**src/design/sms_map.svh**
```systemverilog
// constants for the standby mode selector
`ifndef SMS_MAP_SVH
`define SMS_MAP_SVH
`define SMS_SEL_HALT      3'b100
`define SMS_SEL_STOP      3'b010
`define SMS_SEL_SNOOZE    3'b001
`define SMS_WAKE_THRESH   200
`define SMS_RESULT_W      10
`define SMS_CLK_SETTLE_NS 1000
`define SMS_CLK_PERIOD_NS 20
`define SMS_SETTLE_CYC    ((`SMS_CLK_SETTLE_NS + `SMS_CLK_PERIOD_NS - 1) / `SMS_CLK_PERIOD_NS)
`endif

```
**src/design/sms_pkg.sv**
```systemverilog
// package: types for the standby mode selector
package sms_pkg;
  typedef enum logic [1:0] {
    SMS_NORMAL,
    SMS_HALT,
    SMS_STOP,
    SMS_SNOOZE
  } sms_mode_t;
endpackage

```
**src/design/sms_if.sv**
```systemverilog
// interface between mode controller and clock settle timer
`timescale 1ns/1ns
interface sms_settle_if;
  logic start;
  logic busy;
  modport ctrl  (output start, input busy);
  modport timer (input start, output busy);
endinterface

```
**src/design/sms_settle.sv**
```systemverilog
// clock settle timer: holds busy for a fixed settle time after start
`timescale 1ns/1ns
`include "sms_map.svh"
module sms_settle #(
  parameter int CYC = `SMS_SETTLE_CYC
) (
  input  wire logic   core_clk_i, // system clock
  input  wire logic   nrst_i,     // sync reset, active low
  sms_settle_if.timer st          // start and busy
);
  logic [15:0] cnt;
  logic [15:0] next_cnt;

  always_comb begin
    next_cnt = cnt;
    if (st.start) begin
      next_cnt = 16'(CYC);
    end else if (cnt != 16'h0) begin
      next_cnt = cnt - 16'h1;
    end
  end

  always_ff @(posedge core_clk_i) begin
    if (!nrst_i) begin
      cnt <= 16'h0;
    end else begin
      cnt <= next_cnt;
    end
  end

  assign st.busy = (cnt != 16'h0);
endmodule

```
**src/design/sms_top.sv**
```systemverilog
// standby mode selector: entry, wake-up and lamp control
`timescale 1ns/1ns
`include "sms_map.svh"
module sms_top
  import sms_pkg::*;
#(
  parameter int RES_W = `SMS_RESULT_W
) (
  input  wire logic             core_clk_i,               // system clock
  input  wire logic             nrst_i,                   // sync reset, active low
  input  wire logic             button_edge_interrupt_i,  // one-cycle button pulse
  input  wire logic             mode_select_in0_i,        // select bit, first
  input  wire logic             mode_select_in1_i,        // select bit, second
  input  wire logic             mode_select_in2_i,        // select bit, third
  input  wire logic             rtc_periodic_interrupt_i, // periodic rtc pulse
  input  wire logic             adc_done_i,               // conversion result valid
  input  wire logic [RES_W-1:0] adc_result_i,             // conversion result
  input  wire logic             clk_switch_req_i,         // clock source change pulse
  input  wire logic             demo_lamp_a_req_i,        // demo lamp a request
  input  wire logic             demo_lamp_b_req_i,        // demo lamp b request
  input  wire logic             demo_lamp_c_req_i,        // demo lamp c request
  output logic                  adc_start_o,              // conversion start pulse
  output logic                  wake_irq_o,               // threshold wake pulse
  output logic                  cpu_stop_o,               // processor clock stopped
  output logic                  demo_run_o,               // demo functions enabled
  output logic                  clk_ready_o,              // clock settled, usable
  output logic                  run_indicator_lamp_o,     // run lamp
  output logic                  demo_lamp_a_o,            // lamp a
  output logic                  demo_lamp_b_o,            // lamp b
  output logic                  demo_lamp_c_o,            // lamp c
  output sms_pkg::sms_mode_t    mode_o                    // current mode
);
  import sms_pkg::*;

  // ==========================================================
  // decode helpers

  // refused patterns map to normal, so a refusal leaves the mode alone
  function automatic sms_mode_t decode_select(logic [2:0] pattern);
    sms_mode_t m;
    m = SMS_NORMAL;
    unique case (pattern)
      `SMS_SEL_HALT:   m = SMS_HALT;
      `SMS_SEL_STOP:   m = SMS_STOP;
      `SMS_SEL_SNOOZE: m = SMS_SNOOZE;
      default:         m = SMS_NORMAL;
    endcase
    return m;
  endfunction

  // halt keeps the processor clock; stop and snooze gate it
  function automatic logic stops_cpu(sms_mode_t m);
    logic s;
    s = 1'b0;
    unique case (m)
      SMS_STOP, SMS_SNOOZE: s = 1'b1;
      SMS_NORMAL, SMS_HALT: s = 1'b0;
    endcase
    return s;
  endfunction

  function automatic logic is_normal(sms_mode_t m);
    return m == SMS_NORMAL;
  endfunction

  // a demo lamp may only light while the block runs normally
  function automatic logic gate_lamp(logic run, logic req);
    return run && req;
  endfunction

  // ==========================================================
  // clock settle

  // every switch request restarts the wait; requests are not queued
  sms_settle_if st ();

  sms_settle u_settle (
    .core_clk_i (core_clk_i),
    .nrst_i     (nrst_i),
    .st         (st)
  );
  assign st.start = clk_switch_req_i;

  // ==========================================================
  // mode state

  sms_mode_t  mode;
  sms_mode_t  next_mode;
  logic       cpu_stop;
  logic       next_cpu_stop;
  logic       demo_run;
  logic       next_demo_run;
  logic [2:0] sel;
  logic       hit;

  assign sel = {mode_select_in0_i, mode_select_in1_i, mode_select_in2_i};
  // unsigned compare at the full result width
  assign hit = adc_done_i && (adc_result_i >= RES_W'(`SMS_WAKE_THRESH));

  // status levels come from next_mode so they track mode_o exactly
  always_comb begin
    next_mode = mode;
    unique case (mode)
      SMS_NORMAL: begin
        // a press while the new clock settles is dropped, not deferred
        if (button_edge_interrupt_i && !st.busy) begin
          next_mode = decode_select(sel);
        end
      end
      SMS_HALT, SMS_STOP: begin
        // the select pattern plays no part on the way out
        if (button_edge_interrupt_i) begin
          next_mode = SMS_NORMAL;
        end
      end
      SMS_SNOOZE: begin
        // button ignored here; only the converter wakes snooze
        if (hit) begin
          next_mode = SMS_NORMAL;
        end
      end
    endcase
    next_cpu_stop = stops_cpu(next_mode);
    next_demo_run = is_normal(next_mode);
  end

  always_ff @(posedge core_clk_i) begin
    if (!nrst_i) begin
      mode     <= SMS_NORMAL;
      cpu_stop <= 1'b0;
      demo_run <= 1'b1;
    end else begin
      mode     <= next_mode;
      cpu_stop <= next_cpu_stop;
      demo_run <= next_demo_run;
    end
  end

  // ==========================================================
  // converter control

  // conversion start and wake are one-cycle registered pulses
  logic adc_start;
  logic next_adc_start;
  logic wake;
  logic next_wake;

  // a tick that meets a hit still starts a conversion; its result goes unused
  always_comb begin
    next_adc_start = 1'b0;
    next_wake      = 1'b0;
    if (mode == SMS_SNOOZE) begin
      next_adc_start = rtc_periodic_interrupt_i;
      next_wake      = hit;
    end
  end

  // wake pulse and the return to normal share one edge
  always_ff @(posedge core_clk_i) begin
    if (!nrst_i) begin
      adc_start <= 1'b0;
      wake      <= 1'b0;
    end else begin
      adc_start <= next_adc_start;
      wake      <= next_wake;
    end
  end

  // ==========================================================
  // lamps

  // lamps follow mode one cycle later, as registered outputs
  logic normal;
  assign normal = is_normal(mode);

  logic next_run;
  logic next_la;
  logic next_lb;
  logic next_lc;

  always_comb begin
    next_run = normal;
    next_la  = gate_lamp(normal, demo_lamp_a_req_i);
    next_lb  = gate_lamp(normal, demo_lamp_b_req_i);
    next_lc  = gate_lamp(normal, demo_lamp_c_req_i);
  end

  // all lamps dark in reset; run lamp lights one edge after release
  always_ff @(posedge core_clk_i) begin
    if (!nrst_i) begin
      run_indicator_lamp_o <= 1'b0;
      demo_lamp_a_o        <= 1'b0;
      demo_lamp_b_o        <= 1'b0;
      demo_lamp_c_o        <= 1'b0;
    end else begin
      run_indicator_lamp_o <= next_run;
      demo_lamp_a_o        <= next_la;
      demo_lamp_b_o        <= next_lb;
      demo_lamp_c_o        <= next_lc;
    end
  end

  // ==========================================================
  // outputs

  // clk_ready comes straight from the settle counter register
  assign adc_start_o = adc_start;
  assign wake_irq_o  = wake;
  assign cpu_stop_o  = cpu_stop;
  assign demo_run_o  = demo_run;
  assign clk_ready_o = !st.busy;
  assign mode_o      = mode;
endmodule

```
**config.mk**
```make
export PLATFORM = sky130hd
export DESIGN_NAME = sms_top
export DESIGN_NICKNAME = d
export VERILOG_FILES = /design/src/design/sms_pkg.sv /design/src/design/sms_if.sv /design/src/design/sms_settle.sv /design/src/design/sms_top.sv
export VERILOG_INCLUDE_DIRS = /design/src /design/src/design
export SDC_FILE = /design/constraint.sdc
export NUM_CORES = 1
export LEC_CHECK = 0
export BUFFER_PORTS_ARGS = -buffer_cell sky130_fd_sc_hd__buf_4
export CORE_MARGIN = 8
export CORE_UTILIZATION = 45
export DETAILED_ROUTE_END_ITERATION = 6
export PLACE_DENSITY = 0.69
export SLEW_MARGIN = 20
export SYNTH_ARGS = -nofsm -noshare
export SYNTH_HDL_FRONTEND = slang
export SYNTH_SLANG_ARGS = --single-unit
```
**constraint.sdc**
```tcl
create_clock -name core_clk_i -period 3.3 [get_ports core_clk_i]
set_clock_uncertainty 0.05 [all_clocks]
set_input_delay 0.495 -clock core_clk_i [delete_from_list [all_inputs] [get_ports core_clk_i]]
set_output_delay 0.495 -clock core_clk_i [all_outputs]
set_load 0.05 [all_outputs]
```
==> flow_metrics.py, run 1 <==
metrics = {
    "power": {
        "p_leak_nw": 0.655,
        "p_per_area_mw_per_mm2": 474,
        "ir_worst_vdd_v": 0.000344,
    },
    "floorplanning": {
        "core_mm2": 0.00276,
        "rows": 19,
        "die_x_um": 70.1,
        "die_area_mm2": 0.00491,
        "ios": 33,
        "initial_utilization": 0.477,
        "die_h_um": 70.1,
    },
    "setup_path": {
        "critical_path_class": "reg -> out",
        "cp.required_ns": 2.75,
        "worst_ep_arrival_time_ns": 1.99,
        "rrSetupSlack_ns": 1.21,
        "start_kind": "register",
        "cp-end-kind": "primary output",
        "cp_max_fo": 5,
    },
    "synthesis": {
        "ys_types": 46,
        "synth_top_area_share": 0.380,
        "async_flop_share": 0,
        "synth_area_mm2": 0.00132,
        "ys_top_cells_by_area": "dfxtp_1, or4_1, ha_1",
        "yosysSeqAreaShare": 0.380,
        "synthFlopType": "dfxtp_1",
        "ys_warn_count": 0,
        "yosys-top-cells-count": "dfxtp_1, nor2_1, inv_1",
        "synth_edf_count": 0,
        "ys_ff_latch": 25,
        "avgSynthCellArea_um2": 9.54,
        "synthCells": 138,
        "synth_top_area_cell": "dfxtp_1",
        "syn_nets": 164,
        "synth_most_common_cell": "dfxtp_1",
    },
    "routing": {
        "vias": 1135,
        "dr_wl_met3_um": 150,
        "wire_per_inst_um": 14.7,
        "drc": 0,
        "drtIter0Drc": 60,
        "dr_wl_met2_um": 1340,
        "top_layer": "met4",
        "wl_met1_um": 1390,
        "via_per_inst": 5.73,
        "drt_pass1_iterations": 4,
        "routed_wl_um": 2900,
        "drtAntennaViolNets": 0,
    },
    "cts": {
        "post_cts_buffers": 0,
        "cts_buffer_depth": 2,
        "root_buffer": "clkbuf_4",
        "cts_sinks": 25,
        "clk_latency_ns": 0.32,
        "h-tree-depth": 1,
        "ctsResizeCount": 0,
        "cts_tree": "yes",
        "numCtsBuffers": 3,
        "ctsHoldBuffers": 0,
        "clk_pin_slew_ns": 0.14,
    },
    "layout": {
        "nets": 194,
        "antenna_cells": 0,
        "area.growth.synth_to_final_pct": 20.1,
        "layout-drive-gt1-share": 0.251,
        "seq_area_um2": 500,
        "multi_input_area_um2": 766,
        "nFillCells": 259,
        "fin_area_mm2": 0.00158,
    },
    "timing": {
        "final_hold_viol_count": 0,
        "min_period_ns": 2.54,
        "max_slew_margin": 0.683,
        "rsz0062_at_grt": "false",
        "setup_tns_ns": 0,
        "max_freq_mhz": 394,
        "period_share": 0.769,
        "setup_violations": 0,
        "tightest_slew_ns": 0.475,
        "holdWs_ns": 0.346,
        "drv_slew": 0,
    },
    "run_status": {
        "outcome": "complete, no violations",
    },
    "global_route": {
        "first_global_vias": 1153,
        "grt_max_degree": 15,
        "antenna_found_initial": 0,
        "grt_pass1_wl_um": 4910,
        "overflow": 0,
        "grt_util_all_layers": 0.117,
    },
    "place": {
        "finalWeightedCongestion": 0.760,
        "place_area_mm2": 0.00155,
        "io_buffers": 29,
        "hpwlAfterDp_um": 2200,
    },
    "worst_hold_path": {
        "hold_class": "in -> reg",
    },
    "job": {
        "cap_violations": 0,
    },
}
[critical path: stages, from the launching register on]
cell     delay, ns
dfxtp_1       0.35
inv_1         0.12
ha_1          0.20
nor4b_2       0.34
nand4_1       0.34
inv_1         0.12
buf_4         0.20
[where the power goes]
| part | switching, mW | total, mW | leakage (nW) | internal (mW) |
|---|---|---|---|---|
| sequential | 0.0298 | 0.354 | 0.205 | 0.325 |
| clock | 0.0954 | 0.141 | 0.0177 | 0.0454 |
| combinational | 0.144 | 0.254 | 0.433 | 0.110 |
| total | 0.269 | 0.749 | 0.655 | 0.480 |
[per-stage QoR]
step            util  power [mW]  instances  setup slack [ns]
2_1_floorplan      -       0.549        138              1.30
3_3_place_gp   0.563       0.606        194              1.22
3_5_place_dp   0.563       0.612        194              1.19
4_1_cts        0.573       0.754        198             0.784
5_1_grt        0.573       0.794        198             0.641
6_report       0.573       0.749        198             0.761
[logic make-up (layout without fill, tap and decap cells)]
group           count (synthesis)  count (layout)  share of synthesized area
mux                             3               3                     0.0228
buf+inv                        12              41                     0.0380
xor+xnor                        7               7                     0.0466
fa+ha+maj                       4               4                     0.0380
flops                          25              25                      0.380
compound gates                 31              31                      0.194
simple gates                   56              56                      0.280
[metal layers]
layer	vias to the layer above	track usage
li1	585	-
met5	-	0
met2	30	0.190
met4	0	0.0536
met3	2	0.0311
met1	518	0.140
[path summary, 6_finish.rpt]
| path | to | from | cells after the start |
|---|---|---|---|
| hold reg to reg | u_settle.cnt[12] | u_settle.cnt[12] | 2 |
| setup reg to reg | mode_o[0] | u_settle.cnt[1] | 6 |
| setup / recovery | clk_ready_o | u_settle.cnt[1] | 6 |
| hold / removal | demo_lamp_a_o | demo_lamp_a_req_i | 2 |
[registers in the layout, summed over array words and instances (netlist names)]
name / cells
adc_start_o: 1
demo_lamp_a_o: 1
demo_lamp_b_o: 1
demo_lamp_c_o: 1
demo_run_o: 1
mode_o: 2
run_indicator_lamp_o: 1
u_settle.cnt: 16
wake_irq_o: 1
[cell usage in the layout, fill, tap and decap left out, types with 2 or more instances in the layout]
cell type	count
nand4_1	2
a21oi_1	7
nand3_1	3
nand2b_1	4
clkbuf_4	3
or3_1	3
nor4_1	2
ha_1	4
nor3_1	4
a21boi_0	2
nor2_1	11
mux2i_1	3
dfxtp_1	25
o311ai_0	2
or4_1	7
o211ai_1	2
xnor2_1	3
nand2_1	6
and3_1	4
inv_1	8
o31ai_1	4
o2111ai_1	2
nor4_4	2
buf_4	29
xor2_1	4
[cell type report]
class,instances,share of cell area
clock buffers,3,0.0143
clock inverters,1,0.00317
inverters,8,0.0190
multi-input cells,101,0.485
flip-flops and latches,25,0.317
well taps,31,0.0245
repair buffers,29,0.138
No activity file was read; power rests on OpenSTA's default activity.
==> run 2, diff against run 1 <==
--- a/config.mk
+++ b/config.mk
@@ -10,7 +10,7 @@
 export CORE_MARGIN = 8
 export CORE_UTILIZATION = 45
 export DETAILED_ROUTE_END_ITERATION = 6
-export PLACE_DENSITY = 0.69
+export PLACE_DENSITY = 0.72
 export SLEW_MARGIN = 20
 export SYNTH_ARGS = -nofsm -noshare
 export SYNTH_HDL_FRONTEND = slang
==> constraint.sdc (replaced) <==
create_clock -name core_clk_i -period 2.2 [get_ports core_clk_i]
set_clock_uncertainty 0.05 [all_clocks]
set_input_delay 0.33 -clock core_clk_i [delete_from_list [all_inputs] [get_ports core_clk_i]]
set_output_delay 0.33 -clock core_clk_i [all_outputs]
set_load 0.05 [all_outputs]
==> run 2 against run 1 <==
Clock power rose by 59%. Total power rose by 54%. Cell count rose by 1.0%. Sequential cell count did not move. Count of clock-buffer cells in the layout did not move. Hold slack got worse by 0.17 ns. Utilization rose by 1.0 points. Via count rose by 2.2%. Critical path depth did not move. First-iteration DRC count fell by 30%. Global-route usage rose by 0.21 points.
==> flow_metrics.py, run 2 (same netlist as run 1, synthesis figures left out) <==
metrics = {
    "power": {
        "p_per_area_mw_per_mm2": 719,
        "p_leak_nw": 0.672,
        "ir_worst_vdd_v": 0.000687,
    },
    "floorplanning": {
        "ios": 33,
        "die_area_mm2": 0.00491,
        "die_h_um": 70.1,
        "initial_utilization": 0.477,
        "rows": 19,
        "die_x_um": 70.1,
        "core_mm2": 0.00276,
    },
    "cts": {
        "root_buffer": "clkbuf_4",
        "cts_sinks": 25,
        "h-tree-depth": 1,
        "numCtsBuffers": 3,
        "cts_tree": "yes",
        "clk_latency_ns": 0.33,
        "cts_buffer_depth": 2,
        "ctsHoldBuffers": 0,
        "clk_pin_slew_ns": 0.14,
    },
    "layout": {
        "layout_commonest_cell": "buf_4",
        "utilization": 0.583,
        "largest_reg_flops": 16,
        "largest-register": "u_settle.cnt",
        "final_cell_mix": "buf_4, dfxtp_1, nor2_1",
        "layout-drive-gt1-share": 0.260,
        "antenna_cells": 0,
        "nets": 196,
        "area.growth.synth_to_final_pct": 22.1,
        "final_cells": 200,
    },
    "place": {
        "placedCellCount": 195,
        "hpwlAfterDp_um": 2320,
        "pre_cts_ws_ns": 0.143,
        "io_buffers": 29,
        "finalWeightedCongestion": 0.770,
    },
    "global_route": {
        "first_global_vias": 1198,
        "antenna_found_initial": 0,
        "overflow": 0,
        "grt_util_all_layers": 0.119,
        "grt_max_degree": 17,
        "grt_pass1_wl_um": 5060,
    },
    "setup_path": {
        "critPathTopFamily": "simple AND/OR/NAND/NOR gates",
        "critical_path_class": "reg -> out",
        "reg2reg_from": "u_settle.cnt[0]",
        "cp.required_ns": 1.82,
        "cp-end-kind": "primary output",
        "cp_max_fo": 4,
        "startpoint": "u_settle.cnt[0]",
        "path_common_cell": "inv_1",
        "critPathMaxStageDelay_ns": 0.37,
        "cpMaxStageDelayCell": "dfxtp_1",
        "path_cells": "inv_1 -> ha_1 -> nor4b_4 -> nand4_1 -> inv_1 -> buf_4",
        "start_kind": "register",
        "crit_buf_inv": 3,
        "worst_ep_arrival_time_ns": 1.67,
    },
    "routing": {
        "drt_pass1_iterations": 4,
        "drc": 0,
        "vias": 1160,
        "drtAntennaViolNets": 0,
        "drtIter0Drc": 42,
        "via_per_inst": 5.80,
        "wire_per_inst_um": 14.7,
        "routed_wl_um": 2940,
    },
    "timing": {
        "drv_slew": 0,
        "max_freq_mhz": 488,
        "tightest_slew_ns": 0.472,
        "min_period_ns": 2.05,
        "max_slew_margin": 0.685,
        "setup_ws_ns": 0.152,
        "period_share": 0.931,
        "setup_violations": 0,
        "final_hold_viol_count": 0,
        "holdWs_ns": 0.177,
        "rsz0062_at_grt": "false",
        "setup_tns_ns": 0,
    },
    "worst_hold_path": {
        "hold_class": "in -> reg",
        "holdCritStartpoint": "demo_lamp_c_req_i",
    },
    "job": {
        "cap_violations": 0,
    },
    "run_status": {
        "outcome": "complete, no violations",
    },
}
## run 2: changes by cell type in the layout (fill, tap and decap cells not counted), sizes merged
cell    previous run  this run
inv                8         9
clkinv             1         0
buf               29        31
## run 2: where the power goes
| group | internal, mW | leakage (nW) | switching (mW) |
|---|---|---|---|
| clock | 0.0742 | 0.0183 | 0.150 |
| combinational | 0.180 | 0.449 | 0.220 |
| sequential | 0.487 | 0.205 | 0.0453 |
| total | 0.741 | 0.672 | 0.415 |
## run 2: what timing repair did
| item | CTS | global route |
|---|---|---|
| resized for setup | 0 | 1 |
| endpoints found under the setup margin | 0 | 3 |
| buffers inserted | 0 | 1 |
## run 2: through the flow
step,power (mW),instance area [um2]
2_1_floorplan,0.824,1320
3_3_place_gp,0.914,1560
3_5_place_dp,0.928,1560
4_1_cts,1.15,1590
5_1_grt,1.23,1610
6_report,1.16,1610
## run 2: final timing paths
kind                            cells past startpoint                to  slack [ns]
worst max-delay path                                6       clk_ready_o        0.15
worst max register to register                      6  u_settle.cnt[12]        0.18
worst min register to register                      2  u_settle.cnt[12]        0.47
worst min-delay path                                2     demo_lamp_c_o        0.18
## run 2: final cells by class
type,instances,area [um2]
clock inverters,1,8.76
repair buffers,31,233
flip-flops and latches,25,500
inverters,8,30.0
clock buffers,3,22.5
well taps,31,38.8
multi-input cells,101,774
fillers,259,1150
## run 2: layer usage
layer / GRT usage / part of all wire / wire (um)
met5: 0 / 0 / 0
met4: 0.0290 / 0.0048 / 14
met3: 0.0494 / 0.052 / 154
met2: 0.210 / 0.50 / 1470
met1: 0.128 / 0.44 / 1310
